`src/adc_seq_pkg.sv`:
```
// Shared constants and types for the converter scan sequencer
package adc_seq_pkg;
	// ==========================================================
	// Widths
	localparam int ADDR_W = 4;
	localparam int DATA_W = 8;
	localparam int NCHAN  = 4;
	localparam int DIV_W  = 3;
	// ==========================================================
	// Register offsets
	localparam logic [ADDR_W-1:0] OFS_CTRL   = 4'h0;
	localparam logic [ADDR_W-1:0] OFS_CHAN   = 4'h1;
	localparam logic [ADDR_W-1:0] OFS_CLKDIV = 4'h2;
	localparam logic [ADDR_W-1:0] OFS_STATUS = 4'h3;
	localparam logic [ADDR_W-1:0] OFS_INTEN  = 4'h4;
	localparam logic [ADDR_W-1:0] OFS_LIM_HI = 4'h5;
	localparam logic [ADDR_W-1:0] OFS_LIM_LO = 4'h6;
	localparam logic [ADDR_W-1:0] OFS_RES0   = 4'h8;
	localparam logic [ADDR_W-1:0] OFS_RES3   = 4'hB;
	// ==========================================================
	// Field positions
	localparam int CTRL_EN    = 0;
	localparam int CTRL_MODE  = 1;
	localparam int CTRL_TMR   = 4;
	localparam int CTRL_GO    = 5;
	localparam int CTRL_DAC   = 6;
	localparam int ST_DONE    = 0;
	localparam int ST_BND     = 1;
	localparam int ST_BUSY    = 2;
	localparam int IE_DONE    = 0;
	localparam int IE_BND     = 1;
	localparam int NIB_LO     = 4;
	// ==========================================================
	// Reset values and counts
	localparam logic [DATA_W-1:0] LIM_HI_RST = 8'hFF;
	localparam logic [DATA_W-1:0] LIM_LO_RST = 8'h00;
	localparam logic [DATA_W-1:0] ZERO_BYTE  = 8'h00;
	localparam logic [DATA_W-1:0] MSB_TRIAL  = 8'h80;
	localparam logic [1:0]        LAST_SLOT  = 2'h3;
	localparam logic [2:0]        NIB_BIT    = 3'h4;
	// Operating modes in control field order
	typedef enum logic [2:0] {
		MODE_FIX_SINGLE, MODE_FIX_CONT, MODE_SCAN_SINGLE,
		MODE_SCAN_CONT, MODE_DUAL_CONT, MODE_STEP
	} mode_e;
	// Lowest set channel of a mask, zero when empty
	function automatic logic [1:0] lowest_chan(input logic [3:0] m);
		logic [1:0] r;
		r = 2'h0;
		for (int i = NCHAN - 1; i >= 0; i--)
			if (m[i])
				r = 2'(i);
		return r;
	endfunction
endpackage

```
`src/adc_core_if.sv`:
```
// Signals between the sequencer, clock divider and SAR core
`timescale 1ns/100ps
interface adc_core_if;
	logic       tick;      // Converter clock pulse
	logic [2:0] div_sel;   // Divide setting minus one
	logic       start;     // Begin a conversion
	logic       abort;     // Drop any conversion in flight
	logic       comp;      // Comparator: input at or above trial
	logic       dac_load;  // Load DAC value into the code register
	logic [7:0] dac_val;   // Value for DAC output
	logic       busy;      // Conversion in flight
	logic       sampling;  // Sample-and-hold tracking
	logic       nib_valid; // Upper four bits resolved
	logic       done;      // Conversion finished
	logic [7:0] code;      // Trial or DAC code
	modport div (input div_sel, output tick);
	modport sar (input tick, start, abort, comp, dac_load, dac_val,
		output busy, sampling, nib_valid, done, code);
	modport seq (input tick, busy, sampling, nib_valid, done, code,
		output div_sel, start, abort, comp, dac_load, dac_val);
endinterface

```
`src/adc_clk_div.sv`:
```
// Programmable converter clock divider, divide by 1 to 8
`timescale 1ns/100ps
module adc_clk_div
	import adc_seq_pkg::*;
(
	input  wire logic clk_in,   // System clock
	input  wire logic reset_in, // Synchronous reset
	adc_core_if.div   core      // Divider side
);
	logic [DIV_W-1:0] cnt_q;
	logic [DIV_W-1:0] cnt_d;
	logic             tick_q;
	logic             tick_d;
	// ==========================================================
	// Count to the setting, then pulse
	always_comb
	begin
		tick_d = (cnt_q >= core.div_sel);
		cnt_d  = tick_d ? '0 : cnt_q + 1'b1;
	end
	always_ff @(posedge clk_in)
	begin
		if (reset_in)
		begin
			cnt_q  <= '0;
			tick_q <= 1'b0;
		end
		else
		begin
			cnt_q  <= cnt_d;
			tick_q <= tick_d;
		end
	end
	assign core.tick = tick_q;
endmodule

```
`src/adc_sar_core.sv`:
```
// Successive-approximation register with sample phase
`timescale 1ns/100ps
module adc_sar_core
	import adc_seq_pkg::*;
(
	input  wire logic clk_in,   // System clock
	input  wire logic reset_in, // Synchronous reset
	adc_core_if.sar   core      // SAR side
);
	logic [DATA_W-1:0] code_q, code_d;
	logic [2:0]        bit_q, bit_d;
	logic              busy_q, busy_d, samp_q, samp_d;
	logic              nib_q, nib_d, done_q, done_d;
	// ==========================================================
	// One sample tick, then one bit per tick from the MSB
	always_comb
	begin
		code_d = code_q;
		bit_d  = bit_q;
		busy_d = busy_q;
		samp_d = samp_q;
		nib_d  = 1'b0;
		done_d = 1'b0;
		if (core.abort)
		begin
			busy_d = 1'b0;
			samp_d = 1'b0;
			// A stopped converter still takes a DAC value
			if (core.dac_load)
				code_d = core.dac_val;
		end
		else if (core.start && !busy_q)
		begin
			busy_d = 1'b1;
			samp_d = 1'b1;
			bit_d  = 3'h7;
			code_d = MSB_TRIAL;
		end
		else if (busy_q && core.tick)
		begin
			if (samp_q)
				samp_d = 1'b0;
			else
			begin
				code_d[bit_q] = core.comp;
				if (bit_q != 3'h0)
					code_d[bit_q - 1'b1] = 1'b1;
				nib_d = (bit_q == NIB_BIT);
				done_d = (bit_q == 3'h0);
				busy_d = (bit_q != 3'h0);
				bit_d  = bit_q - 1'b1;
			end
		end
		else if (core.dac_load && !busy_q)
			code_d = core.dac_val;
	end
	always_ff @(posedge clk_in)
	begin
		if (reset_in)
		begin
			code_q <= ZERO_BYTE;
			bit_q  <= 3'h0;
			busy_q <= 1'b0;
			samp_q <= 1'b0;
			nib_q  <= 1'b0;
			done_q <= 1'b0;
		end
		else
		begin
			code_q <= code_d;
			bit_q  <= bit_d;
			busy_q <= busy_d;
			samp_q <= samp_d;
			nib_q  <= nib_d;
			done_q <= done_d;
		end
	end
	assign core.code      = code_q;
	assign core.busy      = busy_q;
	assign core.sampling  = samp_q;
	assign core.nib_valid = nib_q;
	assign core.done      = done_q;
endmodule

```
`src/adc_scan_sequencer.sv`:
```
// Scan sequencer, limit check and registers for a 4-channel 8-bit SAR ADC
// Behaviour
// - Auto-scan single converts each chosen channel once into its own register
// - Auto-scan single flags completion after last channel; one channel acts fixed
// - Auto-scan continuous flags each pass, restarts from lowest chosen channel
// - Fixed and dual continuous modes overwrite the four result registers cyclically, no hold-off
// - Continuous conversion runs until software stops it
// - Dual mode alternates two channels into registers 0,1,2,3 in order
// - Dual mode flags completion after every four conversions
// - Single-step converts one channel, flags, waits for a fresh start
// - Timer zero overflow starts conversion when timer start is selected
// - Timer overflows during a conversion are ignored
// - Immediate start launches a conversion at once in any mode
// - Upper nibble checked against limit nibbles, outside raises boundary
// - If nibble inside, full eight-bit result checked against limits
// - Clearing boundary enable stops all boundary events
// - DAC mode drives result register 3 value onto channel 3 pin
// - Converter clock divider selects divide by 1 to 8
// - Converter runs in Idle; enabled completion wakes the device
// - Power-down stops conversions and all events
// - Fixed single converts one channel once into its register, then flags
// - Fixed continuous fills four registers in turn, flags every four
`timescale 1ns/100ps
module adc_scan_sequencer
	import adc_seq_pkg::*;
(
	input  wire logic                      clk_in,          // 40 MHz clock
	input  wire logic                      reset_in,        // Sync reset
	input  wire logic [adc_seq_pkg::ADDR_W-1:0] addr_in,    // Reg address
	input  wire logic [adc_seq_pkg::DATA_W-1:0] wdata_in,   // Write data
	input  wire logic                      wr_in,           // Write strobe
	input  wire logic                      rd_in,           // Read strobe
	output logic [adc_seq_pkg::DATA_W-1:0] rdata_out,       // Read data
	input  wire logic                      timer_ovf_in,    // Timer 0 pulse
	input  wire logic                      idle_in,         // Idle mode
	input  wire logic                      power_down_in,   // Power-down
	input  wire logic                      comp_in,         // Comparator
	output logic [1:0]                     mux_sel_out,     // Input mux
	output logic                           sample_out,      // Sample-hold
	output logic [adc_seq_pkg::DATA_W-1:0] dac_code_out,    // DAC code
	output logic                           dac_pin_en_out,  // DAC to pin 3
	output logic                           irq_out,         // Interrupt
	output logic                           wake_out         // Idle wakeup
);
	// ==========================================================
	// Core connections
	adc_core_if core ();

	adc_clk_div u_div
	(
		.clk_in   (clk_in),
		.reset_in (reset_in),
		.core     (core)
	);

	adc_sar_core u_sar
	(
		.clk_in   (clk_in),
		.reset_in (reset_in),
		.core     (core)
	);

	typedef enum logic [1:0] {ST_IDLE, ST_CONV, ST_WAIT} seq_st_e;

	// Register file state
	logic                   en_q, en_d, tmr_q, tmr_d, dac_q, dac_d;
	logic [2:0]             mode_q, mode_d;
	logic [NCHAN-1:0]       mask_q, mask_d;
	logic [DIV_W-1:0]       div_q, div_d;
	logic                   die_q, die_d, bie_q, bie_d;
	logic                   fdone_q, fdone_d, fbnd_q, fbnd_d;
	logic [DATA_W-1:0]      lim_hi_q, lim_hi_d, lim_lo_q, lim_lo_d;
	logic [DATA_W-1:0]      rdata_q, rdata_d;
	logic                   irq_q, irq_d, wake_q, wake_d;
	logic [DATA_W-1:0]      res_q [NCHAN];
	logic [DATA_W-1:0]      res_d [NCHAN];
	// Sequencer state
	seq_st_e                st_q, st_d;
	logic [1:0]             chan_q, chan_d, slot_q, slot_d;
	logic [NCHAN-1:0]       pend_q, pend_d;
	logic                   early_q, early_d, start_q, start_d;
	// Sequencer events toward the register file
	logic                   res_we, set_done, set_bnd, go, imm_go;
	logic [1:0]             res_idx;
	mode_e                  mode, go_mode;
	logic [1:0]             chan_b;
	logic                   out4, out8, stop;

	assign mode = mode_e'(mode_q);

	// ==========================================================
	// Start and stop conditions
	always_comb
	begin
		imm_go = wr_in && addr_in == OFS_CTRL && wdata_in[CTRL_GO]
			&& wdata_in[CTRL_EN];
		// A start write carries its own mode and enable
		go_mode = imm_go ? mode_e'(wdata_in[CTRL_MODE +: 3]) : mode;
		stop = (!en_q && !imm_go) || power_down_in;
		// Overflow counts only when selected and not converting
		go = !power_down_in && (imm_go
			|| (en_q && tmr_q && timer_ovf_in));
		chan_b = lowest_chan(mask_q & ~(4'h1 << lowest_chan(mask_q)));
		out4 = (core.code[DATA_W-1:NIB_LO] > lim_hi_q[DATA_W-1:NIB_LO])
			|| (core.code[DATA_W-1:NIB_LO]
			< lim_lo_q[DATA_W-1:NIB_LO]);
		out8 = (core.code > lim_hi_q) || (core.code < lim_lo_q);
	end

	// ==========================================================
	// Sequencer next state
	always_comb
	begin
		st_d     = st_q;
		chan_d   = chan_q;
		slot_d   = slot_q;
		pend_d   = pend_q;
		early_d  = early_q;
		start_d  = 1'b0;
		res_we   = 1'b0;
		res_idx  = chan_q;
		set_done = 1'b0;
		set_bnd  = 1'b0;
		if (stop)
			st_d = ST_IDLE;
		else
		begin
			case (st_q)
				ST_IDLE, ST_WAIT:
				begin
					// Timer pulses only launch from rest
					if (go)
					begin
						// A step resumes its scan, anything else starts over
						if (st_q == ST_IDLE || go_mode != MODE_STEP)
						begin
							chan_d = lowest_chan(mask_q);
							pend_d = (go_mode == MODE_FIX_SINGLE
								|| go_mode == MODE_FIX_CONT
								|| go_mode == MODE_DUAL_CONT) ? 4'h0
								: mask_q & ~(4'h1 << lowest_chan(mask_q));
							slot_d = 2'h0;
						end
						start_d = 1'b1;
						st_d    = ST_CONV;
					end
				end
				ST_CONV:
				begin
					if (start_q)
						early_d = 1'b0;
					// Early nibble compare, then full compare
					if (core.nib_valid && bie_q && out4)
					begin
						set_bnd = 1'b1;
						early_d = 1'b1;
					end
					if (core.done)
					begin
						res_we  = 1'b1;
						set_bnd = bie_q && !early_q && out8;
						case (mode)
							MODE_FIX_CONT:
							begin
								// Same channel into slots 0..3
								res_idx  = slot_q;
								slot_d   = slot_q + 1'b1;
								set_done = (slot_q == LAST_SLOT);
								start_d  = 1'b1;
							end
							MODE_DUAL_CONT:
							begin
								// Alternate channels into slots 0..3
								res_idx  = slot_q;
								slot_d   = slot_q + 1'b1;
								chan_d   = slot_q[0] ? lowest_chan(mask_q)
									: chan_b;
								set_done = (slot_q == LAST_SLOT);
								start_d  = 1'b1;
							end
							MODE_SCAN_CONT:
							begin
								// Per-channel registers, endless passes
								start_d = 1'b1;
								if (pend_q == 4'h0)
								begin
									set_done = 1'b1;
									chan_d   = lowest_chan(mask_q);
									pend_d   = mask_q
										& ~(4'h1 << lowest_chan(mask_q));
								end
								else
								begin
									chan_d = lowest_chan(pend_q);
									pend_d = pend_q
										& ~(4'h1 << lowest_chan(pend_q));
								end
							end
							MODE_STEP:
							begin
								// One channel per start event
								set_done = 1'b1;
								st_d     = ST_WAIT;
								if (pend_q == 4'h0)
								begin
									chan_d = lowest_chan(mask_q);
									pend_d = mask_q
										& ~(4'h1 << lowest_chan(mask_q));
								end
								else
								begin
									chan_d = lowest_chan(pend_q);
									pend_d = pend_q
										& ~(4'h1 << lowest_chan(pend_q));
								end
							end
							default:
							begin
								// Fixed single and scan single
								if (pend_q == 4'h0)
								begin
									set_done = 1'b1;
									st_d     = ST_IDLE;
								end
								else
								begin
									chan_d  = lowest_chan(pend_q);
									pend_d  = pend_q
										& ~(4'h1 << lowest_chan(pend_q));
									start_d = 1'b1;
								end
							end
						endcase
					end
				end
				default:
					st_d = ST_IDLE;
			endcase
		end
	end

	always_ff @(posedge clk_in)
	begin
		if (reset_in)
		begin
			st_q    <= ST_IDLE;
			chan_q  <= 2'h0;
			slot_q  <= 2'h0;
			pend_q  <= 4'h0;
			early_q <= 1'b0;
			start_q <= 1'b0;
		end
		else
		begin
			st_q    <= st_d;
			chan_q  <= chan_d;
			slot_q  <= slot_d;
			pend_q  <= pend_d;
			early_q <= early_d;
			start_q <= start_d;
		end
	end

	// Core drive
	assign core.start    = start_q;
	assign core.abort    = stop;
	assign core.comp     = comp_in;
	assign core.div_sel  = div_q;
	assign core.dac_val  = wdata_in;
	assign core.dac_load = dac_q && wr_in && addr_in == OFS_RES3;

	// ==========================================================
	// Register file next state
	always_comb
	begin
		en_d     = en_q;
		tmr_d    = tmr_q;
		dac_d    = dac_q;
		mode_d   = mode_q;
		mask_d   = mask_q;
		div_d    = div_q;
		die_d    = die_q;
		bie_d    = bie_q;
		lim_hi_d = lim_hi_q;
		lim_lo_d = lim_lo_q;
		fdone_d  = fdone_q;
		fbnd_d   = fbnd_q;
		res_d    = res_q;
		if (wr_in)
		begin
			case (addr_in)
				OFS_CTRL:
				begin
					en_d   = wdata_in[CTRL_EN];
					mode_d = wdata_in[CTRL_MODE +: 3];
					tmr_d  = wdata_in[CTRL_TMR];
					dac_d  = wdata_in[CTRL_DAC];
				end
				OFS_CHAN:   mask_d   = wdata_in[NCHAN-1:0];
				OFS_CLKDIV: div_d    = wdata_in[DIV_W-1:0];
				OFS_INTEN:
				begin
					die_d = wdata_in[IE_DONE];
					bie_d = wdata_in[IE_BND];
				end
				OFS_LIM_HI: lim_hi_d = wdata_in;
				OFS_LIM_LO: lim_lo_d = wdata_in;
				OFS_STATUS:
				begin
					// Write one to clear
					if (wdata_in[ST_DONE])
						fdone_d = 1'b0;
					if (wdata_in[ST_BND])
						fbnd_d = 1'b0;
				end
				OFS_RES3:   res_d[LAST_SLOT] = wdata_in;
				default:    ;
			endcase
		end
		// Hardware events override a same-cycle clear
		if (set_done)
			fdone_d = 1'b1;
		if (set_bnd)
			fbnd_d = 1'b1;
		if (res_we)
			res_d[res_idx] = core.code;
		irq_d  = (fdone_d && die_d) || (fbnd_d && bie_d);
		wake_d = idle_in && fdone_d && die_d;
	end

	// Read data, valid the cycle after the strobe
	always_comb
	begin
		rdata_d = ZERO_BYTE;
		if (rd_in)
		begin
			case (addr_in)
				OFS_CTRL:   rdata_d = {1'b0, dac_q, 1'b0, tmr_q,
					mode_q, en_q};
				OFS_CHAN:   rdata_d = {4'h0, mask_q};
				OFS_CLKDIV: rdata_d = {5'h00, div_q};
				OFS_STATUS: rdata_d = {5'h00, st_q != ST_IDLE,
					fbnd_q, fdone_q};
				OFS_INTEN:  rdata_d = {6'h00, bie_q, die_q};
				OFS_LIM_HI: rdata_d = lim_hi_q;
				OFS_LIM_LO: rdata_d = lim_lo_q;
				default:
				begin
					if (addr_in[ADDR_W-1:2] == OFS_RES0[ADDR_W-1:2])
						rdata_d = res_q[addr_in[1:0]];
				end
			endcase
		end
	end

	always_ff @(posedge clk_in)
	begin
		if (reset_in)
		begin
			en_q     <= 1'b0;
			tmr_q    <= 1'b0;
			dac_q    <= 1'b0;
			mode_q   <= 3'h0;
			mask_q   <= 4'h1;
			div_q    <= '0;
			die_q    <= 1'b0;
			bie_q    <= 1'b0;
			lim_hi_q <= LIM_HI_RST;
			lim_lo_q <= LIM_LO_RST;
			fdone_q  <= 1'b0;
			fbnd_q   <= 1'b0;
			rdata_q  <= ZERO_BYTE;
			irq_q    <= 1'b0;
			wake_q   <= 1'b0;
			for (int i = 0; i < NCHAN; i++)
				res_q[i] <= ZERO_BYTE;
		end
		else
		begin
			en_q     <= en_d;
			tmr_q    <= tmr_d;
			dac_q    <= dac_d;
			mode_q   <= mode_d;
			mask_q   <= mask_d;
			div_q    <= div_d;
			die_q    <= die_d;
			bie_q    <= bie_d;
			lim_hi_q <= lim_hi_d;
			lim_lo_q <= lim_lo_d;
			fdone_q  <= fdone_d;
			fbnd_q   <= fbnd_d;
			rdata_q  <= rdata_d;
			irq_q    <= irq_d;
			wake_q   <= wake_d;
			res_q    <= res_d;
		end
	end

	// ==========================================================
	// Bus, interrupt, wakeup and analog-side outputs
	assign rdata_out      = rdata_q;
	assign irq_out        = irq_q;
	assign wake_out       = wake_q;
	assign mux_sel_out    = chan_q;
	assign sample_out     = core.sampling;
	assign dac_code_out   = core.code;
	assign dac_pin_en_out = dac_q;
endmodule

```
`config.mk`:
```
export PLATFORM = sky130hd
export DESIGN_NAME = adc_scan_sequencer
export DESIGN_NICKNAME = d
export VERILOG_FILES = /design/src/adc_seq_pkg.sv /design/src/adc_core_if.sv /design/src/adc_clk_div.sv /design/src/adc_sar_core.sv /design/src/adc_scan_sequencer.sv
export SDC_FILE = /design/constraint.sdc
export NUM_CORES = 1
export LEC_CHECK = 0
export BUFFER_PORTS_ARGS = -buffer_cell sky130_fd_sc_hd__buf_2
export CAP_MARGIN = 20
export CORE_ASPECT_RATIO = 2
export CORE_UTILIZATION = 65
export CTS_CLUSTER_SIZE = 40
export DETAILED_ROUTE_END_ITERATION = 12
export PLACE_DENSITY = 0.92
export SETUP_SLACK_MARGIN = 0.2
export SLEW_MARGIN = 20
export SYNTH_ARGS = -nofsm -noshare
export SYNTH_HDL_FRONTEND = slang
export SYNTH_HIERARCHICAL = 1
export SYNTH_SLANG_ARGS = --single-unit
```
`constraint.sdc`:
```
create_clock -name clk_in -period 7.9 [get_ports clk_in]
set_input_delay 2.37 -clock clk_in [delete_from_list [all_inputs] [get_ports clk_in]]
set_output_delay 2.37 -clock clk_in [all_outputs]
set_load 0.03 [all_outputs]
```
After elaboration in Yosys (flattened, before gate mapping)
Index checks and enable logic that the tools add are counted.
{"block": "totals", "word_cells": 305, "reg_bits": 106, "inputBits": 20}
{"block": "op_classes", "shifts": 7, "addsub": 3, "magnitude_cmp": 12, "n_mux": 129, "eq_ne": 32, "bitwise_logic": 20, "reduce_logical": 69}
{"op": "8-bit 2-to-1 mux", "count": 14}
{"op": "2-bit 2-to-1 mux", "count": 52}
{"op": "8-bit one-hot mux with 7 select lines", "count": 1}
{"op": "1-bit 2-to-1 mux", "count": 35}
{"op": "32-bit bitwise mux", "count": 1}
{"op": "4-bit AND", "count": 7}
{"op": "4-bit 2-to-1 mux", "count": 7}
{"op": "4-bit NOT", "count": 7}
{"op": "1-bit by 2-bit left shift with 4-bit output, first input constant", "count": 7}
{"op": "1-bit logical AND", "count": 23}
{"op": "8-bit binary-select mux with 2-bit select", "count": 1}
{"op": "8-bit demux with 2-bit select", "count": 1}
{"op": "2-bit one-hot mux with 2 select lines", "count": 4}
{"op": "2-bit inequality test, second input constant", "count": 7}
{"op": "7-bit AND reduction", "count": 2}
{"op": "3-bit equality test, second input constant", "count": 4}
{"op": "4-bit by 3-bit equality test with 1-bit output, second input constant", "count": 3}
{"op": "3-bit 2-to-1 mux", "count": 4}
{"op": "4-bit inequality test, second input constant", "count": 3}
{"op": "4-bit one-hot mux with 3 select lines", "count": 1}
{"op": "2-bit AND reduction", "count": 6}
{"op": "2-bit OR reduction", "count": 6}
{"op": "3-bit AND reduction", "count": 3}
{"op": "8-bit bitwise mux", "count": 1}
{"op": "41 further kinds", "count": 72}

Depth between registers and ports, before layout
{"block": "depth", "word_depth": 18, "ltp_mapped": 10, "depth_no_buf": 8}

Modules after synthesis
Netlist, hierarchy kept.
{"module": "adc_scan_sequencer", "cells_per_inst": 571, "n_inst": 1, "area_each_um2": 4852.2}
{"module": "adc_sar_core", "cells_per_inst": 139, "n_inst": 1, "area_each_um2": 1157.4}
{"module": "adc_clk_div", "cells_per_inst": 20, "n_inst": 1, "area_each_um2": 212.7}

Least setup slack after synthesis
No wires, ideal clock.
{"block": "synth_timing", "kind": "input -> register", "startpoint": "input port addr_in[0] (netlist bit)", "endpoint": "register u_sar.code_q[5], in the netlist u_sar/core.code[5]", "setup_slack_ns": 3.199, "stages": 9, "arrival_ns": 4.579, "path_cell_list": "clkbuf_1 -> or4b_1 -> buf_2 -> o41a_4 -> buf_4 -> o21ba_4 -> o22a_1 -> nor2_1 -> a221o_1"}
{"block": "synth_via", "elab_chain_len": 9, "word_cells_on_any_way": 15, "classes_between": "eq/ne: 3; mux: 1; reduce/logical: 11"}
{"element": "from (decl)", "line_no": "adc_scan_sequencer.sv:29", "text": "input wire logic [adc_seq_pkg::ADDR_W-1:0] addr_in,"}
{"element": "4-bit logical NOT *", "line_no": "adc_scan_sequencer.sv:95", "text": "imm_go = wr_in && addr_in == OFS_CTRL && wdata_in[CTRL_GO]"}
{"element": "1-bit logical AND * (2 in series)", "line_no": "adc_scan_sequencer.sv:95"}
{"element": "1-bit logical AND *", "line_no": "adc_scan_sequencer.sv:96", "text": "&& wdata_in[CTRL_EN];"}
{"element": "1-bit logical NOT *", "line_no": "adc_scan_sequencer.sv:99", "text": "stop = (!en_q && !imm_go) || power_down_in;"}
{"element": "1-bit logical AND *", "line_no": "adc_scan_sequencer.sv:99"}
{"element": "1-bit logical OR *", "line_no": "adc_scan_sequencer.sv:99"}
{"element": "net core.abort", "line_no": "adc_core_if.sv:7", "text": "logic abort;"}
{"element": "4-bit inequality test (no line), or another cell as far along"}
{"element": "3-bit AND reduction (no line)"}
{"element": "to (signal assigned)", "line_no": "adc_sar_core.sv:70", "text": "code_q <= code_d;"}
{"element": "to (decl)", "line_no": "adc_sar_core.sv:10", "text": "logic [DATA_W-1:0] code_q, code_d;"}
Mark *: on every way through the listed nets, which the timed path passes. The rest lies on a longest branch.
A chain may end at the register's enable or synchronous reset.

Worst setup path in the final report
{"block": "layout_timing", "startpoint": "input port addr_in[1] (netlist bit)", "endpoint": "register res_q[10] (netlist bit)"}
{"block": "layout_via", "elab_chain_len": 14, "word_cells_on_any_way": 16, "classes_between": "order compare: 2; mux: 5; bitwise: 1; reduce/logical: 8"}
{"element": "4-bit logical NOT *", "line_no": "adc_scan_sequencer.sv:95"}
{"element": "1-bit logical AND * (2 in series)", "line_no": "adc_scan_sequencer.sv:95"}
{"element": "1-bit logical AND *", "line_no": "adc_scan_sequencer.sv:96"}
{"element": "1-bit logical NOT *", "line_no": "adc_scan_sequencer.sv:99"}
{"element": "1-bit logical AND *", "line_no": "adc_scan_sequencer.sv:99"}
{"element": "1-bit logical OR *", "line_no": "adc_scan_sequencer.sv:99"}
{"element": "net core.abort", "line_no": "adc_core_if.sv:7"}
{"element": "2-bit 2-to-1 mux", "line_no": "adc_scan_sequencer.sv:124", "text": "if (stop)"}
{"element": "2-bit NOT with 3-bit output (not written as such)", "line_no": "adc_scan_sequencer.sv:326", "text": "res_d[res_idx] = core.code;"}
{"element": "3-bit >= comparator (not written as such) / 3-bit by 1-bit less-than comparator with 1-bit output (equally long branches)", "line_no": "adc_scan_sequencer.sv:326"}
{"element": "1-bit logical AND (not written as such)", "line_no": "adc_scan_sequencer.sv:326"}
{"element": "8-bit 2-to-1 mux (not written as such)", "line_no": "adc_scan_sequencer.sv:326"}
{"element": "8-bit demux with 2-bit select", "line_no": "adc_scan_sequencer.sv:326"}
{"element": "32-bit bitwise mux", "line_no": "adc_scan_sequencer.sv:326"}
{"element": "to (signal assigned)", "line_no": "adc_scan_sequencer.sv:395", "text": "res_q <= res_d;"}
{"element": "to (decl)", "line_no": "adc_scan_sequencer.sv:75", "text": "logic [DATA_W-1:0] res_q [NCHAN];"}
Marks and branches as above.

==> metrics.cfg <==
[synthesis]
yosysUniqueCellTypes = 78
synthXorXnorAreaFrac_pct = 0.563
synth_area_per_cell_um2 = 8.52
yosys.area_share.adder_pct = 4.83
ys_top_cells_by_area = dfxtp_1 (34%), mux2i_1 (8.5%), nor2_1 (6.5%)
ys.flop_type = dfxtp_1
yosysTopAreaCell = dfxtp_1
synth_compound_area_share_pct = 20.8
synth_seq_cells = 106
yosysSeqAreaShare_pct = 34.1
synth_mux_area_share_pct = 12.1
ys.warnings.count = 6
synth_top_family_by_area = simple AND/OR/NAND/NOR gates
synthCells = 730
yosys.area_share.simple_pct = 21.8
synth.net_count = 774
syn_area_um2 = 6220
synth_edf_count = 0
synth_top_area_share_pct = 34.1
async_flop_share_pct = 0

[power]
leakagePower_uw = 0.00259
ir_worst_vdd_uv = 129
power_density_nw_per_um2 = 156
report.power.total_uw = 1030

[worst_setup_path]
cp.required_ns = 8.13
max_stage_delay_ns = 0.73
crit_buf_inv = 1
r2r_setup_slack_ns = 5.27
crit_chain = buf_2 > or4b_1 > o41a_4 > or2_1 > a21oi_4 > mux2i_1 > nor2_1
crit_arrival_ns = 5.05
reg2reg_depth = 6
slowest_stage = or4b_1
end_kind = register
timing.rr.end = res_q[1]$_SDFF_PP0_
crit_fanout = 28
cp_top_family = simple AND/OR/NAND/NOR gates
r2r-start = mode[2]$_SDFFE_PP0N_
crit_type = in -> reg
start_kind = primary input

[detailed_routing]
final_antenna_net_count = 0
wl_um = 18900
post_drt_wl_per_cell_um = 22.3
routed_via_density = 7.07
first_pass_iters = 7
vias = 5998
drc = 0
initialDrtViolationCount = 719

[worst_hold_path]
hold_depth = 1
worstHoldPathType = reg -> reg
hold_start = u_div/cnt_q[0]$_SDFF_PP0_
hold-path-endpoint = u_div/cnt_q[0]$_SDFF_PP0_

[die]
start_util_pct = 66.8
die_y_um = 140
die_x_um = 71.2
io_pins = 42
num_rows = 50
die_area_um2 = 9990
core_area_um2 = 9320

[grt]
grt_pass1_vias = 5877
use_met2_pct = 68.8
use_met1_pct = 40.4
gr-usage-met3_pct = 7.34
grt_pass1_wl_um = 30100
grt_overflow = 0
grt_start_max_net_pins = 59
gr-usage-all-layers_pct = 39.8
busiest_layer = met2
antenna_found_initial = 0

[clock_tree]
cts.repair.resized = 0
clk_latency_ns = 0.36
post_cts_buffers = 0
clkSinkCount = 106
cts_hold_buf = 0
cts.clk_slew.worst_paths_ns = 0.07
cts_buffer_depth = 2
cts_tree = built
cts_made_buffers = 9
htree_levels = 3
cts_root_buffer = clkbuf_16

[placed_design]
dp_hpwl_um = 13900
post-place-cells = 832
io_buffers = 41
gp_congestion = 1.00

[cells_and_area]
final_cell_mix = nor2_1 (107), dfxtp_1 (106), mux2i_1 (53), a21oi_1 (49), nand2_1 (45)
fin_nets = 783
diodes = 0
drive_gt1_share_pct = 12.1
fin_util_pct = 71.0
fin_cells = 848
final_common_cell = nor2_1
area_delta_synth_final_pct = 6.41

[sta]
finClkSkew_ns = 0.00545
timing.final.crit_share_pct = 61.1
tns_ns = 0
worstMarginPinSlew_ns = 1.10
fmax_mhz = 207
grt_setup_unrepaired = no
period_minus_slack_ns = 4.83
finalHoldViolCount = 0
slew_headroom_pct = 26.2
maxSlewViolCount = 0
setup_viol = 0

[run_status]
status = completed

[job]
maxCapViolCount = 0

## flip-flops by register name, indices dropped and copies added (netlist names), 2 cells and up
name / cells
mux_sel_out: 2
mask_q: 4
u_div/cnt_q: 3
slot_q: 2
lim_hi_q: 8
u_sar/core.code: 8
u_sar/bit_q: 3
rdata_out: 8
mode: 3
lim_lo_q: 8
st_q: 2
pend_q: 4
core.div_sel: 3
res_q: 32
## kinds of logic after synthesis
kind of cell | count (synthesis)
AOI/OAI and AO/OA | 183
xor gates and xnor gates | 4
muxes | 65
and+or+nand+nor | 269
buffers and inverters | 79
adders and majority gates | 24
DFF | 106
## worst register-to-register path: cells and delay by family (launching register included)
kind | cells | cell delay [ns]
XOR/XNOR | 1 | 0.16
flip-flops | 1 | 0.65
AO/OA/AOI/OAI | 2 | 1.14
AND/OR/NAND/NOR | 3 | 0.58
## layer usage
| metal | routed length (µm) | part of all wire [%] | up-vias |
|---|---|---|---|
| met2 | 9640 | 51 | 423 |
| met3 | 1500 | 7.9 | 137 |
| li1 | - | - | 2666 |
| met1 | 6080 | 32 | 2772 |
| met4 | 1690 | 9.0 | 0 |
| met5 | 0 | 0 | - |
## Yosys cell counts (all sizes together), types with 3 or more instances
cell and number:
a211o 5, a211oi 16, a21o 4, a21oi 52, a221o 7, a221oi 4
a22oi 11, a311oi 5, a31oi 3, a32oi 4, a41oi 3, and2 5
and3 4, buf 17, clkbuf 28, dfxtp 106, ha 24, inv 34
mux2 4, mux2i 53, mux4 8, nand2 45, nand2b 14, nand3 11
nand3b 13, nand4 5, nor2 107, nor2b 18, nor3 17, nor3b 8
nor4 4, o211ai 4, o21a 7, o21ai 30, o22ai 4, o31ai 4
o32ai 6, or3b 4, xnor2 3
## report_power, final
| part | total (µW) | switching (µW) | internal [µW] | leakage, µW |
|---|---|---|---|---|
| logic | 69.5 | 48.5 | 20.9 | 0.00160 |
| clock network | 421 | 205 | 216 | 0.000136 |
| registers | 544 | 5.56 | 538 | 0.000855 |
## layout make-up
type | count | area (µm²)
well taps | 104 | 130
multi-input cells | 545 | 3740
repair buffers | 43 | 220
fillers | 691 | 2700
clock buffers | 9 | 225
flip-flops and latches | 106 | 2120
inverters | 34 | 130
clock inverters | 7 | 52.6
## metrics by stage
| step | hold slack [ns] | setup WS, ns | instance area (µm²) |
|---|---|---|---|
| floorplan | 0.427 | 3.20 | 6220 |
| global placement | 0.458 | 2.85 | 6340 |
| detailed placement | 0.465 | 2.73 | 6340 |
| CTS | 0.474 | 3.11 | 6620 |
| global route | 0.503 | 2.96 | 6620 |
| finish | 0.465 | 3.07 | 6620 |
## worst max path at each step
stage	startpoint	end	slack (ns)	depth (start not counted)
global placement	addr_in[1]	res_q[18]$_SDFFE_PP0P_	2.85	7
detailed placement	addr_in[0]	res_q[29]$_SDFFE_PP0P_	2.73	7
floorplan	addr_in[0]	u_sar/core.code[5]$_SDFFE_PP0P_	3.20	9
global route	addr_in[0]	res_q[1]$_SDFF_PP0_	2.96	7
finish	addr_in[1]	res_q[10]$_SDFFE_PP0P_	3.07	7
CTS	addr_in[0]	res_q[10]$_SDFFE_PP0P_	3.11	7
No activity file was read; power rests on OpenSTA's default activity.
